## config.mk

```make
export PLATFORM = sky130hd
export DESIGN_NAME = rtc_core
export DESIGN_NICKNAME = d
export VERILOG_FILES = /design/src/hdl/rtc_prescale.v /design/src/hdl/rtc_core.v
export VERILOG_INCLUDE_DIRS = /design/src /design/src/hdl
export SDC_FILE = /design/constraint.sdc
export NUM_CORES = 1
export LEC_CHECK = 0
export BUFFER_PORTS_ARGS = -buffer_cell sky130_fd_sc_hd__buf_2
export CAP_MARGIN = 20
export CELL_PAD_IN_SITES_DETAIL_PLACEMENT = 1
export CELL_PAD_IN_SITES_GLOBAL_PLACEMENT = 1
export CORE_UTILIZATION = 48
export DETAILED_ROUTE_END_ITERATION = 12
export PLACE_DENSITY = 0.85
export SETUP_SLACK_MARGIN = 0.05
export SLEW_MARGIN = 5
export SYNTH_ARGS = -nofsm -noshare
export SYNTH_HDL_FRONTEND = slang
export SYNTH_SLANG_ARGS = --single-unit
```

## constraint.sdc

```tcl
create_clock -name i_clk_sys -period 4.3 [get_ports i_clk_sys]
set_clock_uncertainty 0.1 [all_clocks]
set_input_delay 0.43 -clock i_clk_sys [delete_from_list [all_inputs] [get_ports i_clk_sys]]
set_output_delay 0.43 -clock i_clk_sys [all_outputs]
set_load 0.005 [all_outputs]
```

## src/hdl/rtc_regs.vh

```
/*
  Register offsets, field positions, reset values and timing figures of the
  calendar clock block. Assumes it is included by bare name into the design
  files that need it.
*/
`ifndef RTC_REGS_VH
`define RTC_REGS_VH

// ------------------------------------------------------------
// Register byte offsets
// ------------------------------------------------------------
`define RTC_OFS_CTRL 8'h00
`define RTC_OFS_TIME 8'h04
`define RTC_OFS_DAY 8'h08
`define RTC_OFS_ALM0_TIME 8'h0C
`define RTC_OFS_ALM1_TIME 8'h10
`define RTC_OFS_ALM1_DAY 8'h14
`define RTC_OFS_SWATCH 8'h18
`define RTC_OFS_STAT 8'h1C
`define RTC_OFS_MASK 8'h20

// ------------------------------------------------------------
// Control fields
// ------------------------------------------------------------
`define RTC_CTRL_ALM0_EN 0
`define RTC_CTRL_ALM1_EN 1
`define RTC_CTRL_SW_EN 2
`define RTC_CTRL_PER_LSB 4
`define RTC_CTRL_PER_MSB 7
`define RTC_CTRL_RST 32'h0000_0000

// ------------------------------------------------------------
// Time word fields
// ------------------------------------------------------------
`define RTC_SEC_LSB 0
`define RTC_SEC_MSB 5
`define RTC_MIN_LSB 8
`define RTC_MIN_MSB 13
`define RTC_HOUR_LSB 16
`define RTC_HOUR_MSB 20
`define RTC_SEC_LAST 6'h3B
`define RTC_MIN_LAST 6'h3B
`define RTC_HOUR_LAST 5'h17
`define RTC_DAY_W 15

// ------------------------------------------------------------
// Status and mask bits (same layout)
// ------------------------------------------------------------
`define RTC_EV_SEC 0
`define RTC_EV_MIN 1
`define RTC_EV_HOUR 2
`define RTC_EV_DAY 3
`define RTC_EV_ALM0 4
`define RTC_EV_ALM1 5
`define RTC_EV_SW 6
`define RTC_EV_N 7

// ------------------------------------------------------------
// Timing
// ------------------------------------------------------------
`define RTC_LF_HZ 32768
`define RTC_TICK_HZ 1
`define RTC_PRESCALE_DIV (`RTC_LF_HZ / `RTC_TICK_HZ)

`endif

```

## src/hdl/rtc_prescale.v

```verilog
/*
  Samples the low-frequency timebase pin, finds its rising edges and divides
  them down to a one-cycle seconds tick in the system clock.
  Assumes the system clock runs well above twice the timebase rate.
*/
`timescale 1ns/10ps

module rtc_prescale
#(
  parameter DIV = 32768,
  parameter CW = 16
)
(
  // Clock and reset
  input wire i_clk_sys,
  input wire i_sys_rst,
  // Timebase and tick
  input wire i_lf_clk,
  output reg o_tick
);

  localparam integer LAST_I = DIV - 1;
  localparam [CW-1:0] LAST = LAST_I[CW-1:0];

  // ------------------------------------------------------------
  // Synchroniser and edge detector
  // ------------------------------------------------------------
  reg lf_s1;
  reg lf_s2;
  reg lf_s3;
  reg [CW-1:0] cnt;
  wire lf_rise;

  // The first stage feeds only the second; the edge is taken further down.
  always @(posedge i_clk_sys)
  begin
    if (i_sys_rst)
    begin
      lf_s1 <= 1'b0;
      lf_s2 <= 1'b0;
      lf_s3 <= 1'b0;
    end
    else
    begin
      lf_s1 <= i_lf_clk;
      lf_s2 <= lf_s1;
      lf_s3 <= lf_s2;
    end
  end

  assign lf_rise = lf_s2 & ~lf_s3;

  // ------------------------------------------------------------
  // Divider
  // ------------------------------------------------------------
  always @(posedge i_clk_sys)
  begin
    if (i_sys_rst)
    begin
      cnt <= {CW{1'b0}};
      o_tick <= 1'b0;
    end
    else
    begin
      o_tick <= 1'b0;
      if (lf_rise)
      begin
        if (cnt == LAST)
        begin
          cnt <= {CW{1'b0}};
          o_tick <= 1'b1;
        end
        else
        begin
          cnt <= cnt + {{(CW-1){1'b0}}, 1'b1};
        end
      end
    end
  end

endmodule // rtc_prescale

```

## src/hdl/rtc_core.v

```verilog
/*
  Calendar clock with two alarms, a countdown stopwatch, periodic events,
  sticky status with mask, an interrupt and a wakeup pulse, reached over a
  plain register port with read data one cycle after the strobe.
  Assumes the timebase pin is a free-running low-frequency clock and that
  the system clock is kept running while timekeeping must go on.
*/
// Local design decisions: the address-and-strobe port and the register offsets.
// Operation
// - Prescale timebase down to one-second tick.
// - Seconds wrap after sixty, carry into minutes.
// - Minutes wrap sixty, hours wrap twenty-four.
// - Day counter with 32768 values.
// - Enabled alarm interrupts when time equals setting.
// - First alarm matches time of day daily.
// - Second alarm matches day plus time.
// - Stopwatch loaded by software, counts down per second.
// - Enabled stopwatch underflow raises an interrupt.
// - Selectable second, minute, hour, day periodic events.
// - Any enabled event produces a wakeup indication.
// - Timekeeping keeps counting independent of sleep.
`timescale 1ns/10ps
`include "rtc_regs.vh"

module rtc_core
#(
  parameter PRESCALE_DIV = `RTC_PRESCALE_DIV,
  parameter PRESCALE_W = 16,
  parameter SW_W = 16
)
(
  // Clock and reset
  input wire i_clk_sys,
  input wire i_sys_rst,
  // Low-frequency timebase
  input wire i_lf_clk,
  // Register port
  input wire [7:0] i_addr,
  input wire [31:0] i_wdata,
  input wire i_wr,
  input wire i_rd,
  output reg [31:0] o_rdata,
  // Events
  output reg o_irq,
  output reg o_wakeup
);

  // ------------------------------------------------------------
  // Declarations
  // ------------------------------------------------------------
  wire tick;
  reg [31:0] ctrl;
  reg [5:0] sec;
  reg [5:0] min;
  reg [4:0] hour;
  reg [`RTC_DAY_W-1:0] day;
  reg [5:0] a0_sec;
  reg [5:0] a0_min;
  reg [4:0] a0_hour;
  reg [5:0] a1_sec;
  reg [5:0] a1_min;
  reg [4:0] a1_hour;
  reg [`RTC_DAY_W-1:0] a1_day;
  reg [SW_W-1:0] sw_cnt;
  reg [`RTC_EV_N-1:0] stat;
  reg [`RTC_EV_N-1:0] mask;
  reg cmp_pend;
  reg [`RTC_EV_N-1:0] ev;
  reg [31:0] next_rdata;

  wire wr_ctrl = i_wr && (i_addr == `RTC_OFS_CTRL);
  wire wr_time = i_wr && (i_addr == `RTC_OFS_TIME);
  wire wr_day = i_wr && (i_addr == `RTC_OFS_DAY);
  wire wr_a0 = i_wr && (i_addr == `RTC_OFS_ALM0_TIME);
  wire wr_a1t = i_wr && (i_addr == `RTC_OFS_ALM1_TIME);
  wire wr_a1d = i_wr && (i_addr == `RTC_OFS_ALM1_DAY);
  wire wr_sw = i_wr && (i_addr == `RTC_OFS_SWATCH);
  wire wr_stat = i_wr && (i_addr == `RTC_OFS_STAT);
  wire wr_mask = i_wr && (i_addr == `RTC_OFS_MASK);

  // ------------------------------------------------------------
  // Seconds tick
  // ------------------------------------------------------------
  // The timebase is brought into the system clock here, so every event
  // below is already a system-clock pulse.
  rtc_prescale #(
    .DIV(PRESCALE_DIV),
    .CW(PRESCALE_W)
  ) u_prescale (
    .i_clk_sys(i_clk_sys),
    .i_sys_rst(i_sys_rst),
    .i_lf_clk(i_lf_clk),
    .o_tick(tick)
  );

  // ------------------------------------------------------------
  // Time-of-day and day counters
  // ------------------------------------------------------------
  wire sec_wrap = tick && (sec == `RTC_SEC_LAST);
  wire min_wrap = sec_wrap && (min == `RTC_MIN_LAST);
  wire hour_wrap = min_wrap && (hour == `RTC_HOUR_LAST);

  // There is no sleep input: nothing here stops counting while the rest of
  // the system is idle, only reset does.
  always @(posedge i_clk_sys)
  begin
    if (i_sys_rst)
    begin
      sec <= 6'h00;
      min <= 6'h00;
      hour <= 5'h00;
      day <= {`RTC_DAY_W{1'b0}};
    end
    else
    begin
      // A software write to the time word wins over a tick in that cycle.
      if (wr_time)
      begin
        sec <= i_wdata[`RTC_SEC_MSB:`RTC_SEC_LSB];
        min <= i_wdata[`RTC_MIN_MSB:`RTC_MIN_LSB];
        hour <= i_wdata[`RTC_HOUR_MSB:`RTC_HOUR_LSB];
      end
      else if (tick)
      begin
        sec <= sec_wrap ? 6'h00 : sec + 6'h01;
        if (sec_wrap)
        begin
          min <= min_wrap ? 6'h00 : min + 6'h01;
        end
        if (min_wrap)
        begin
          hour <= hour_wrap ? 5'h00 : hour + 5'h01;
        end
      end
      if (wr_day)
      begin
        day <= i_wdata[`RTC_DAY_W-1:0];
      end
      else if (hour_wrap)
      begin
        day <= day + {{(`RTC_DAY_W-1){1'b0}}, 1'b1};
      end
    end
  end

  // ------------------------------------------------------------
  // Configuration registers
  // ------------------------------------------------------------
  always @(posedge i_clk_sys)
  begin
    if (i_sys_rst)
    begin
      ctrl <= `RTC_CTRL_RST;
      mask <= {`RTC_EV_N{1'b0}};
      a0_sec <= 6'h00;
      a0_min <= 6'h00;
      a0_hour <= 5'h00;
      a1_sec <= 6'h00;
      a1_min <= 6'h00;
      a1_hour <= 5'h00;
      a1_day <= {`RTC_DAY_W{1'b0}};
    end
    else
    begin
      if (wr_ctrl)
      begin
        ctrl <= i_wdata;
      end
      if (wr_mask)
      begin
        mask <= i_wdata[`RTC_EV_N-1:0];
      end
      if (wr_a0)
      begin
        a0_sec <= i_wdata[`RTC_SEC_MSB:`RTC_SEC_LSB];
        a0_min <= i_wdata[`RTC_MIN_MSB:`RTC_MIN_LSB];
        a0_hour <= i_wdata[`RTC_HOUR_MSB:`RTC_HOUR_LSB];
      end
      if (wr_a1t)
      begin
        a1_sec <= i_wdata[`RTC_SEC_MSB:`RTC_SEC_LSB];
        a1_min <= i_wdata[`RTC_MIN_MSB:`RTC_MIN_LSB];
        a1_hour <= i_wdata[`RTC_HOUR_MSB:`RTC_HOUR_LSB];
      end
      if (wr_a1d)
      begin
        a1_day <= i_wdata[`RTC_DAY_W-1:0];
      end
    end
  end

  // ------------------------------------------------------------
  // Stopwatch
  // ------------------------------------------------------------
  // On underflow the count wraps to all ones and keeps running, so a
  // stopwatch left enabled interrupts again one full period later.
  always @(posedge i_clk_sys)
  begin
    if (i_sys_rst)
    begin
      sw_cnt <= {SW_W{1'b0}};
    end
    else if (wr_sw)
    begin
      sw_cnt <= i_wdata[SW_W-1:0];
    end
    else if (tick && ctrl[`RTC_CTRL_SW_EN])
    begin
      sw_cnt <= sw_cnt - {{(SW_W-1){1'b0}}, 1'b1};
    end
  end

  // ------------------------------------------------------------
  // Alarm comparison
  // ------------------------------------------------------------
  // Compare one cycle after the tick, once the counters hold the new time,
  // so each match fires exactly once per matching second.
  always @(posedge i_clk_sys)
  begin
    if (i_sys_rst)
    begin
      cmp_pend <= 1'b0;
    end
    else
    begin
      cmp_pend <= tick;
    end
  end

  wire tod_eq0 = (sec == a0_sec) && (min == a0_min) && (hour == a0_hour);
  wire tod_eq1 = (sec == a1_sec) && (min == a1_min) && (hour == a1_hour);

  // ------------------------------------------------------------
  // Event sources
  // ------------------------------------------------------------
  always @*
  begin
    ev = {`RTC_EV_N{1'b0}};
    ev[`RTC_EV_SEC] = tick && ctrl[`RTC_CTRL_PER_LSB];
    ev[`RTC_EV_MIN] = sec_wrap && ctrl[`RTC_CTRL_PER_LSB+1];
    ev[`RTC_EV_HOUR] = min_wrap && ctrl[`RTC_CTRL_PER_LSB+2];
    ev[`RTC_EV_DAY] = hour_wrap && ctrl[`RTC_CTRL_PER_MSB];
    ev[`RTC_EV_ALM0] = cmp_pend && ctrl[`RTC_CTRL_ALM0_EN] && tod_eq0;
    ev[`RTC_EV_ALM1] = cmp_pend && ctrl[`RTC_CTRL_ALM1_EN] && tod_eq1 && (day == a1_day);
    ev[`RTC_EV_SW] = tick && ctrl[`RTC_CTRL_SW_EN] && (sw_cnt == {SW_W{1'b0}});
  end

  // ------------------------------------------------------------
  // Sticky status, write one to clear
  // ------------------------------------------------------------
  genvar gi;
  generate
    for (gi = 0; gi < `RTC_EV_N; gi = gi + 1)
    begin : g_stat
      // A new event in the clearing cycle keeps the bit set.
      always @(posedge i_clk_sys)
      begin
        if (i_sys_rst)
        begin
          stat[gi] <= 1'b0;
        end
        else
        begin
          stat[gi] <= ev[gi] | (stat[gi] & ~(wr_stat & i_wdata[gi]));
        end
      end
    end
  endgenerate

  // ------------------------------------------------------------
  // Interrupt and wakeup outputs
  // ------------------------------------------------------------
  always @(posedge i_clk_sys)
  begin
    if (i_sys_rst)
    begin
      o_irq <= 1'b0;
      o_wakeup <= 1'b0;
    end
    else
    begin
      o_irq <= |(stat & mask);
      o_wakeup <= |(ev & mask);
    end
  end

  // ------------------------------------------------------------
  // Register read
  // ------------------------------------------------------------
  always @*
  begin
    next_rdata = 32'h0000_0000;
    case (i_addr)
      `RTC_OFS_CTRL: next_rdata = ctrl;
      `RTC_OFS_TIME:
      begin
        next_rdata[`RTC_SEC_MSB:`RTC_SEC_LSB] = sec;
        next_rdata[`RTC_MIN_MSB:`RTC_MIN_LSB] = min;
        next_rdata[`RTC_HOUR_MSB:`RTC_HOUR_LSB] = hour;
      end
      `RTC_OFS_DAY: next_rdata[`RTC_DAY_W-1:0] = day;
      `RTC_OFS_ALM0_TIME:
      begin
        next_rdata[`RTC_SEC_MSB:`RTC_SEC_LSB] = a0_sec;
        next_rdata[`RTC_MIN_MSB:`RTC_MIN_LSB] = a0_min;
        next_rdata[`RTC_HOUR_MSB:`RTC_HOUR_LSB] = a0_hour;
      end
      `RTC_OFS_ALM1_TIME:
      begin
        next_rdata[`RTC_SEC_MSB:`RTC_SEC_LSB] = a1_sec;
        next_rdata[`RTC_MIN_MSB:`RTC_MIN_LSB] = a1_min;
        next_rdata[`RTC_HOUR_MSB:`RTC_HOUR_LSB] = a1_hour;
      end
      `RTC_OFS_ALM1_DAY: next_rdata[`RTC_DAY_W-1:0] = a1_day;
      `RTC_OFS_SWATCH: next_rdata[SW_W-1:0] = sw_cnt;
      `RTC_OFS_STAT: next_rdata[`RTC_EV_N-1:0] = stat;
      `RTC_OFS_MASK: next_rdata[`RTC_EV_N-1:0] = mask;
      default: next_rdata = 32'h0000_0000;
    endcase
  end

  // Read data stand for the one cycle after the strobe and are zero otherwise.
  always @(posedge i_clk_sys)
  begin
    if (i_sys_rst)
    begin
      o_rdata <= 32'h0000_0000;
    end
    else
    begin
      o_rdata <= i_rd ? next_rdata : 32'h0000_0000;
    end
  end

endmodule // rtc_core

```

# After elaboration in Yosys (flattened, before gate mapping)
# Index checks and enable logic that the tools add are counted.
[word_totals] input_bits=45 regBits=198
[classes] add_sub_neg=6 eq_ne=19 n_reduce_logical=41 muxes=24 n_bitwise=35
[ops] operator="case mux 6 bit (9 select lines)" n=1
[ops] operator="2-to-1 mux 16 bit" n=3
[ops] operator="2-to-1 mux 6 bit" n=7
[ops] operator="case mux 6 bit (7 select lines)" n=1
[ops] operator="equality test 8 x 5 -> 1 bit, second input constant" n=4
[ops] operator="2-to-1 mux 15 bit" n=2
[ops] operator="logical AND 1 bit" n=27
[ops] operator="equality test 6 bit" n=4
[ops] operator="2-to-1 mux 5 bit" n=4
[ops] operator="case mux 5 bit (4 select lines)" n=1
[ops] operator="adder 16 x 1 -> 16 bit, second input constant" n=1
[ops] operator="equality test 16 x 15 -> 1 bit, second input constant" n=1
[ops] operator="equality test 8 x 4 -> 1 bit, second input constant" n=2
[ops] operator="logical NOT 16 bit" n=1
[ops] operator="subtractor 16 x 1 -> 16 bit, second input constant" n=1
[ops] operator="adder 15 x 1 -> 15 bit, second input constant" n=1
[ops] operator="bitwise AND 1 bit" n=15
[ops] operator="equality test 15 bit" n=1
[ops] operator="bitwise AND 7 bit" n=2
[ops] operator="OR reduction 7 bit" n=2
[ops] operator="adder 6 x 1 -> 6 bit, second input constant" n=2
[ops] operator="equality test 6 bit, second input constant" n=2
[ops] operator="NOT 1 bit" n=11
[ops] operator="equality test 5 bit" n=2
[ops] operator="other kinds (14)" n=27

# Logic depth before layout (Yosys ltp)
[depth] ltp_word=8 mapped_depth=8

# Modules after synthesis
# From an unflattened synthesis, not the netlist that was laid out.
[hier_totals] cells_unflattened=1155 area_unflattened_um2=9409.0
[by_module_without_submodules] mod="rtc_core" instances=1 area_per_inst_um2=8544.4 cells_each=1066
[by_module_without_submodules] mod="rtc_prescale" instances=1 area_per_inst_um2=864.6 cells_each=89

# Worst setup path after synthesis
# Ideal clock, no wire load.
[synth_path] kind="in2reg" start="input port i_addr[1]" end="register a1_day[10]" cell_stages=8 setup_slack_ns=2.210 arrival_ns=1.857 n_path_buf=3 setup_ns=0.132 cell_sequence="buf_2 or4b_1 buf_2 nor2_4 nand2_2 buf_2 nand2_1 a21oi_1"
[synth_between] elab_chain_len=2
[synth_lines] element="start: declaration" line_no="rtc_core.v:38" text="input wire [7:0] i_addr,"
[synth_lines] element="equality test 8 x 5 -> 1 bit"
[synth_lines] element="logical AND 1 bit" line_no="rtc_core.v:76" text="wire wr_a1d = i_wr && (i_addr == `RTC_OFS_ALM1_DAY);"
[synth_lines] element="end signal: assignment" line_no="rtc_core.v:161" text="a1_day <= {`RTC_DAY_W{1'b0}};"
[synth_lines] element="end signal: assignment" line_no="rtc_core.v:187" text="a1_day <= i_wdata[`RTC_DAY_W-1:0];"
[synth_lines] element="end: declaration" line_no="rtc_core.v:63" text="reg [`RTC_DAY_W-1:0] a1_day;"
# No other way between the ends.
# A chain may end at the register's enable or synchronous reset.

# Worst setup path in the final report
[layout_path] start="register sec[1]" end="register day[13]"
[layout_between] elab_chain_len=5
[layout_lines] element="start: declaration" line_no="rtc_core.v:53" text="reg [5:0] sec;"
[layout_lines] element="start signal: assignment" line_no="rtc_core.v:119" text="sec <= i_wdata[`RTC_SEC_MSB:`RTC_SEC_LSB];"
[layout_lines] element="start signal: assignment" line_no="rtc_core.v:125" text="sec <= sec_wrap ? 6'h00 : sec + 6'h01;"
[layout_lines] element="equality test 6 bit (no line)"
[layout_lines] element="logical AND 1 bit" line_no="rtc_core.v:99" text="wire sec_wrap = tick && (sec == `RTC_SEC_LAST);"
[layout_lines] element="logical AND 1 bit" line_no="rtc_core.v:100" text="wire min_wrap = sec_wrap && (min == `RTC_MIN_LAST);"
[layout_lines] element="logical AND 1 bit" line_no="rtc_core.v:101" text="wire hour_wrap = min_wrap && (hour == `RTC_HOUR_LAST);"
[layout_lines] element="nonzero test 2 bit (no line)"
[layout_lines] element="end signal: assignment" line_no="rtc_core.v:112" text="day <= {`RTC_DAY_W{1'b0}};"
[layout_lines] element="end signal: assignment" line_no="rtc_core.v:137" text="day <= i_wdata[`RTC_DAY_W-1:0];"
[layout_lines] element="end signal: assignment" line_no="rtc_core.v:141" text="day <= day + {{(`RTC_DAY_W-1){1'b0}}, 1'b1};"
[layout_lines] element="end: declaration" line_no="rtc_core.v:56" text="reg [`RTC_DAY_W-1:0] day;"
# No other way between the ends.

==> summary.md <==
The run finished with clean final reports. The worst register-to-register path ends at day[13]. The clock network accounts for 46.3% of the total power. For this run, the register share of the synthesized area comes to 42.1%.

The count of antenna diodes in the layout is 0, and the net switching share of the total power is 22.8%. The initial utilization of the core area, before any placement, comes to 49.7%. The level count of the clock H-tree is 4, and the count of cells along the worst hold path is 2. The worst endpoint data arrival time came out at 3190 ps. The synthesis-stage register bit count is 198, and the post-layout net count is 1194. In this run the remaining antenna-violating nets after routing total 0. Dividing the detail-routed via count by the number of cells gives 6.29. The launching point of the worst reg2reg path is sec[1].

In the synthesized netlist, the number of instances is 1123. The number of placed instances, taps included, is 1383. The global-route usage over all layers is 32.6%, and the number of gates resized after CTS is 0. The tools report the last element of the critical path as day[13]. Setup violations remaining at the end of the flow were counted as 0. The worst min-delay path category is in2reg.

Setup slack closes at 1360 ps. Width of the die: 142 um. Cell internal power was estimated by the tool at 2830 uW. In the final layout, the share of cells above drive strength 1 is 12.2%.

The number of core rows is 50. The tools report the total I/O pin count as 79. The cell with the largest stage delay on the worst path is or4_1.

Worst-case clock buffer depth: 2. Input and output buffers added on the ports amount to 78. The worst setup path is launched from a flop.

The required time at the worst-slack endpoint came out at 4550 ps. The later pin in the worst-skew pair is clocked with a latency of 450 ps. The post-route setup TNS is 0 ps, and the via total after detailed routing is 8886. Yosys printed 0 warnings.

The worst path needs 2940 ps of the cycle, external delays included. The number of clock buffers added by TritonCTS is 17. The net switching power was 837 uW.

The number of max-slew violations in the final report is 0. The signal on the critical path passes through ha_1 > and3_1 > nand4_2 > or4_1 > xnor2_1 > a211oi_1. In the synthesized netlist the dominant register cell turns out to be dfxtp_1. The tool flagged a number of max-cap violations equal to 0. The tools report the final-layout worst hold slack as 94.9 ps. The worst setup path is captured at a flop. The pre-antenna-repair detailed-routing pass consisted of 6 iterations. The total detailed-routing wirelength is 32100 um, and the fraction of registers with async set/reset is 0%.

First-pass GRT wire length: 49500 um. Setup repair after global routing left no endpoint under its margin. For this run, the slowest stage of the critical path takes 710 ps. For the post-layout instance count excluding filler cells, the log shows 1413. The logs give 0.00942 sq mm for the combined area of all synthesized cells and 8763 for the number of global-route vias before repair.

The floorplan step defined a die boundary enclosing 0.0202 sq mm. The tools report the setup slack after placement as 1340 ps. Dividing the detail-routed wire length by the instance count gives 22.7 um.

The pin count of the biggest net entering global routing is 87. The transition time at the pin with the least slew margin is 980 ps, and the maximum fanout count along the critical path is 17. For the initial antenna violation count, the log shows 0. Counting cells, the worst reg-to-reg path comes to 6. The run gives 340 MHz as the fmax.

For the register-to-register setup slack, the log shows 1360 ps. The power density over cell area works out to 351 mW/mm^2. Synthesis produced a netlist with a net count of 1175.

The layout overhead on the synthesized area came out at 10.9%. The number of buffers added to fix hold violations after cts was 0; the area of the core was 0.0190 sq mm. The worst setup path is of the reg2reg kind. The share of the cycle needed by the critical path after routing came out at 68.3%. The congestion estimate from routability-driven global placement came to 0.957. The critical hold path startpoint was i_lf_clk. Number of enable-type register cells in the synthesized netlist: 0. The detailed-route DRC error count is 0, and the leakage power of the design is 0.00360 uW.

Combinational logic is responsible for 3.6% of the overall power. The fraction of power consumed by sequential logic is 50.2%, and the clock input transition at the sequential cells of the worst setup and hold paths is 70 ps. Clock tree root driver cell: clkbuf_16. Source of the critical timing path: sec[1].

TritonCTS built the clock tree. The mean cell area of the mapped netlist is 8.39 sq um. The final-report hold violation count was 0. After global routing the overflow that remains totals 0. Yosys mapped the design onto 66 distinct sky130hd cell types.

The first routing iteration left 792 violations. The relative slew slack came out at 34.5%. The post-CTS setup-driven buffer insertion count is 0, and the die height is 142 um. Detailed placement ended at an HPWL of 22100 um.

For the maximum vdd ir drop, the log shows 253 uV. The tree built by TritonCTS fans out to 198 sinks.
## logic make-up (layout without fill, tap and decap cells)
kind of cell    after synthesis  count (layout)  share of synthesized area, %
flops                       198             198                          42.1
mux                          31              31                          3.32
buf+inv                     101             131                          4.58
xor+xnor                     87              87                          8.09
fa+ha+maj                     7               7                         0.930
compound gates              241             241                          16.8
simple gates                458             458                          24.2
## sequential cells by signal, summed over array words and instances, names as in the netlist, 6 cells and up
name            flops
a0_sec              6
day                15
a1_day             15
a0_min              6
min                 6
mask                7
ctrl               32
a1_min              6
sw_cnt             16
o_rdata            32
u_prescale.cnt     16
sec                 6
stat                7
a1_sec              6
## synth_stat cells, types with 11 or more instances
cell        n  area share, %
inv_1      11           0.44
a22oi_1    45            3.6
mux2i_1    29            3.1
o21ai_0    15           0.80
a211oi_1   34            2.7
nand4_1    23            1.5
nand2_1   163            6.5
nor3_1     19            1.0
a21oi_1    99            5.3
nand3_1    50            2.7
dfxtp_1   198             42
and2_1     14           0.93
a311oi_1   11            1.0
xnor2_1    74            6.9
clkbuf_1   55            2.2
nor2_1    101            4.0
buf_2      29            1.5
or3_1      12           0.80
xor2_1     13            1.2
## how the worst min path moves through the flow
stage and endpoint:
3_3_place_gp u_prescale.lf_s2, 2_1_floorplan u_prescale.lf_s2, 3_5_place_dp u_prescale.lf_s2, 6_report u_prescale.lf_s1, 5_1_grt u_prescale.lf_s1, 4_1_cts u_prescale.lf_s1
## worst max-delay path, delay by kind of cell, from the launching register on
| family | cells | cell delay [ps] |
|---|---|---|
| adder cells (fa/ha/maj) | 1 | 260 |
| AO/OA/AOI/OAI | 1 | 250 |
| AND/OR/NAND/NOR | 3 | 1490 |
| flip-flops | 1 | 590 |
| XOR/XNOR | 1 | 140 |
## routing by layer
layer	vias up	GRT usage [%]	wire [um]
met2	377	53.5	15200
met3	91	4.74	2090
met5	-	0	0
met4	0	16.9	1320
met1	4393	41.7	13500
li1	4025	-	-
## final cells by class
class | count | area [sq um]
clock buffers | 20 | 467
clock inverters | 10 | 144
fillers | 2292 | 8510
inverters | 11 | 41.3
multi-input cells | 824 | 5030
flip-flops and latches | 198 | 3960
well taps | 260 | 325
repair buffers | 90 | 483
## stage by stage
stage / total power (uW) / instance area (sq um) / utilization (%)
after floorplan: 1950 / 9420 / -
after global placement: 2010 / 9840 / 51.9
after detailed placement: 2010 / 9840 / 51.9
after CTS: 3680 / 10500 / 55.1
after global routing: 3760 / 10500 / 55.1
final: 3670 / 10500 / 55.1
## power groups by stage
| stage | clock network [uW] | logic (uW) | registers, uW |
|---|---|---|---|
| floorplan | 0 | 68.3 | 1880 |
| global placement | 0 | 128 | 1880 |
| detailed placement | 0 | 128 | 1880 |
| CTS | 1710 | 128 | 1840 |
| global route | 1780 | 137 | 1840 |
| finish | 1700 | 130 | 1840 |
## layout by cell type, fill, tap and decap left out, drive strengths merged, types with 4 or more instances in the layout
cell and instances:
clkbuf 20, and2 14, nor3 20, xor2 13
nor2 105, nand2 165, or4b 4, nor2b 9
a31oi 10, a21oi 99, nand3 51, a222oi 10
a311oi 11, mux2i 29, and3 10, nor4 11
a211oi 35, a221oi 5, xnor2 74, o21ai 15
or3 14, buf 90, inv 14, nand4 24
ha 7, dfxtp 198, a22oi 45, and4 4
or4 8
Power figures use the tool's default switching activity.
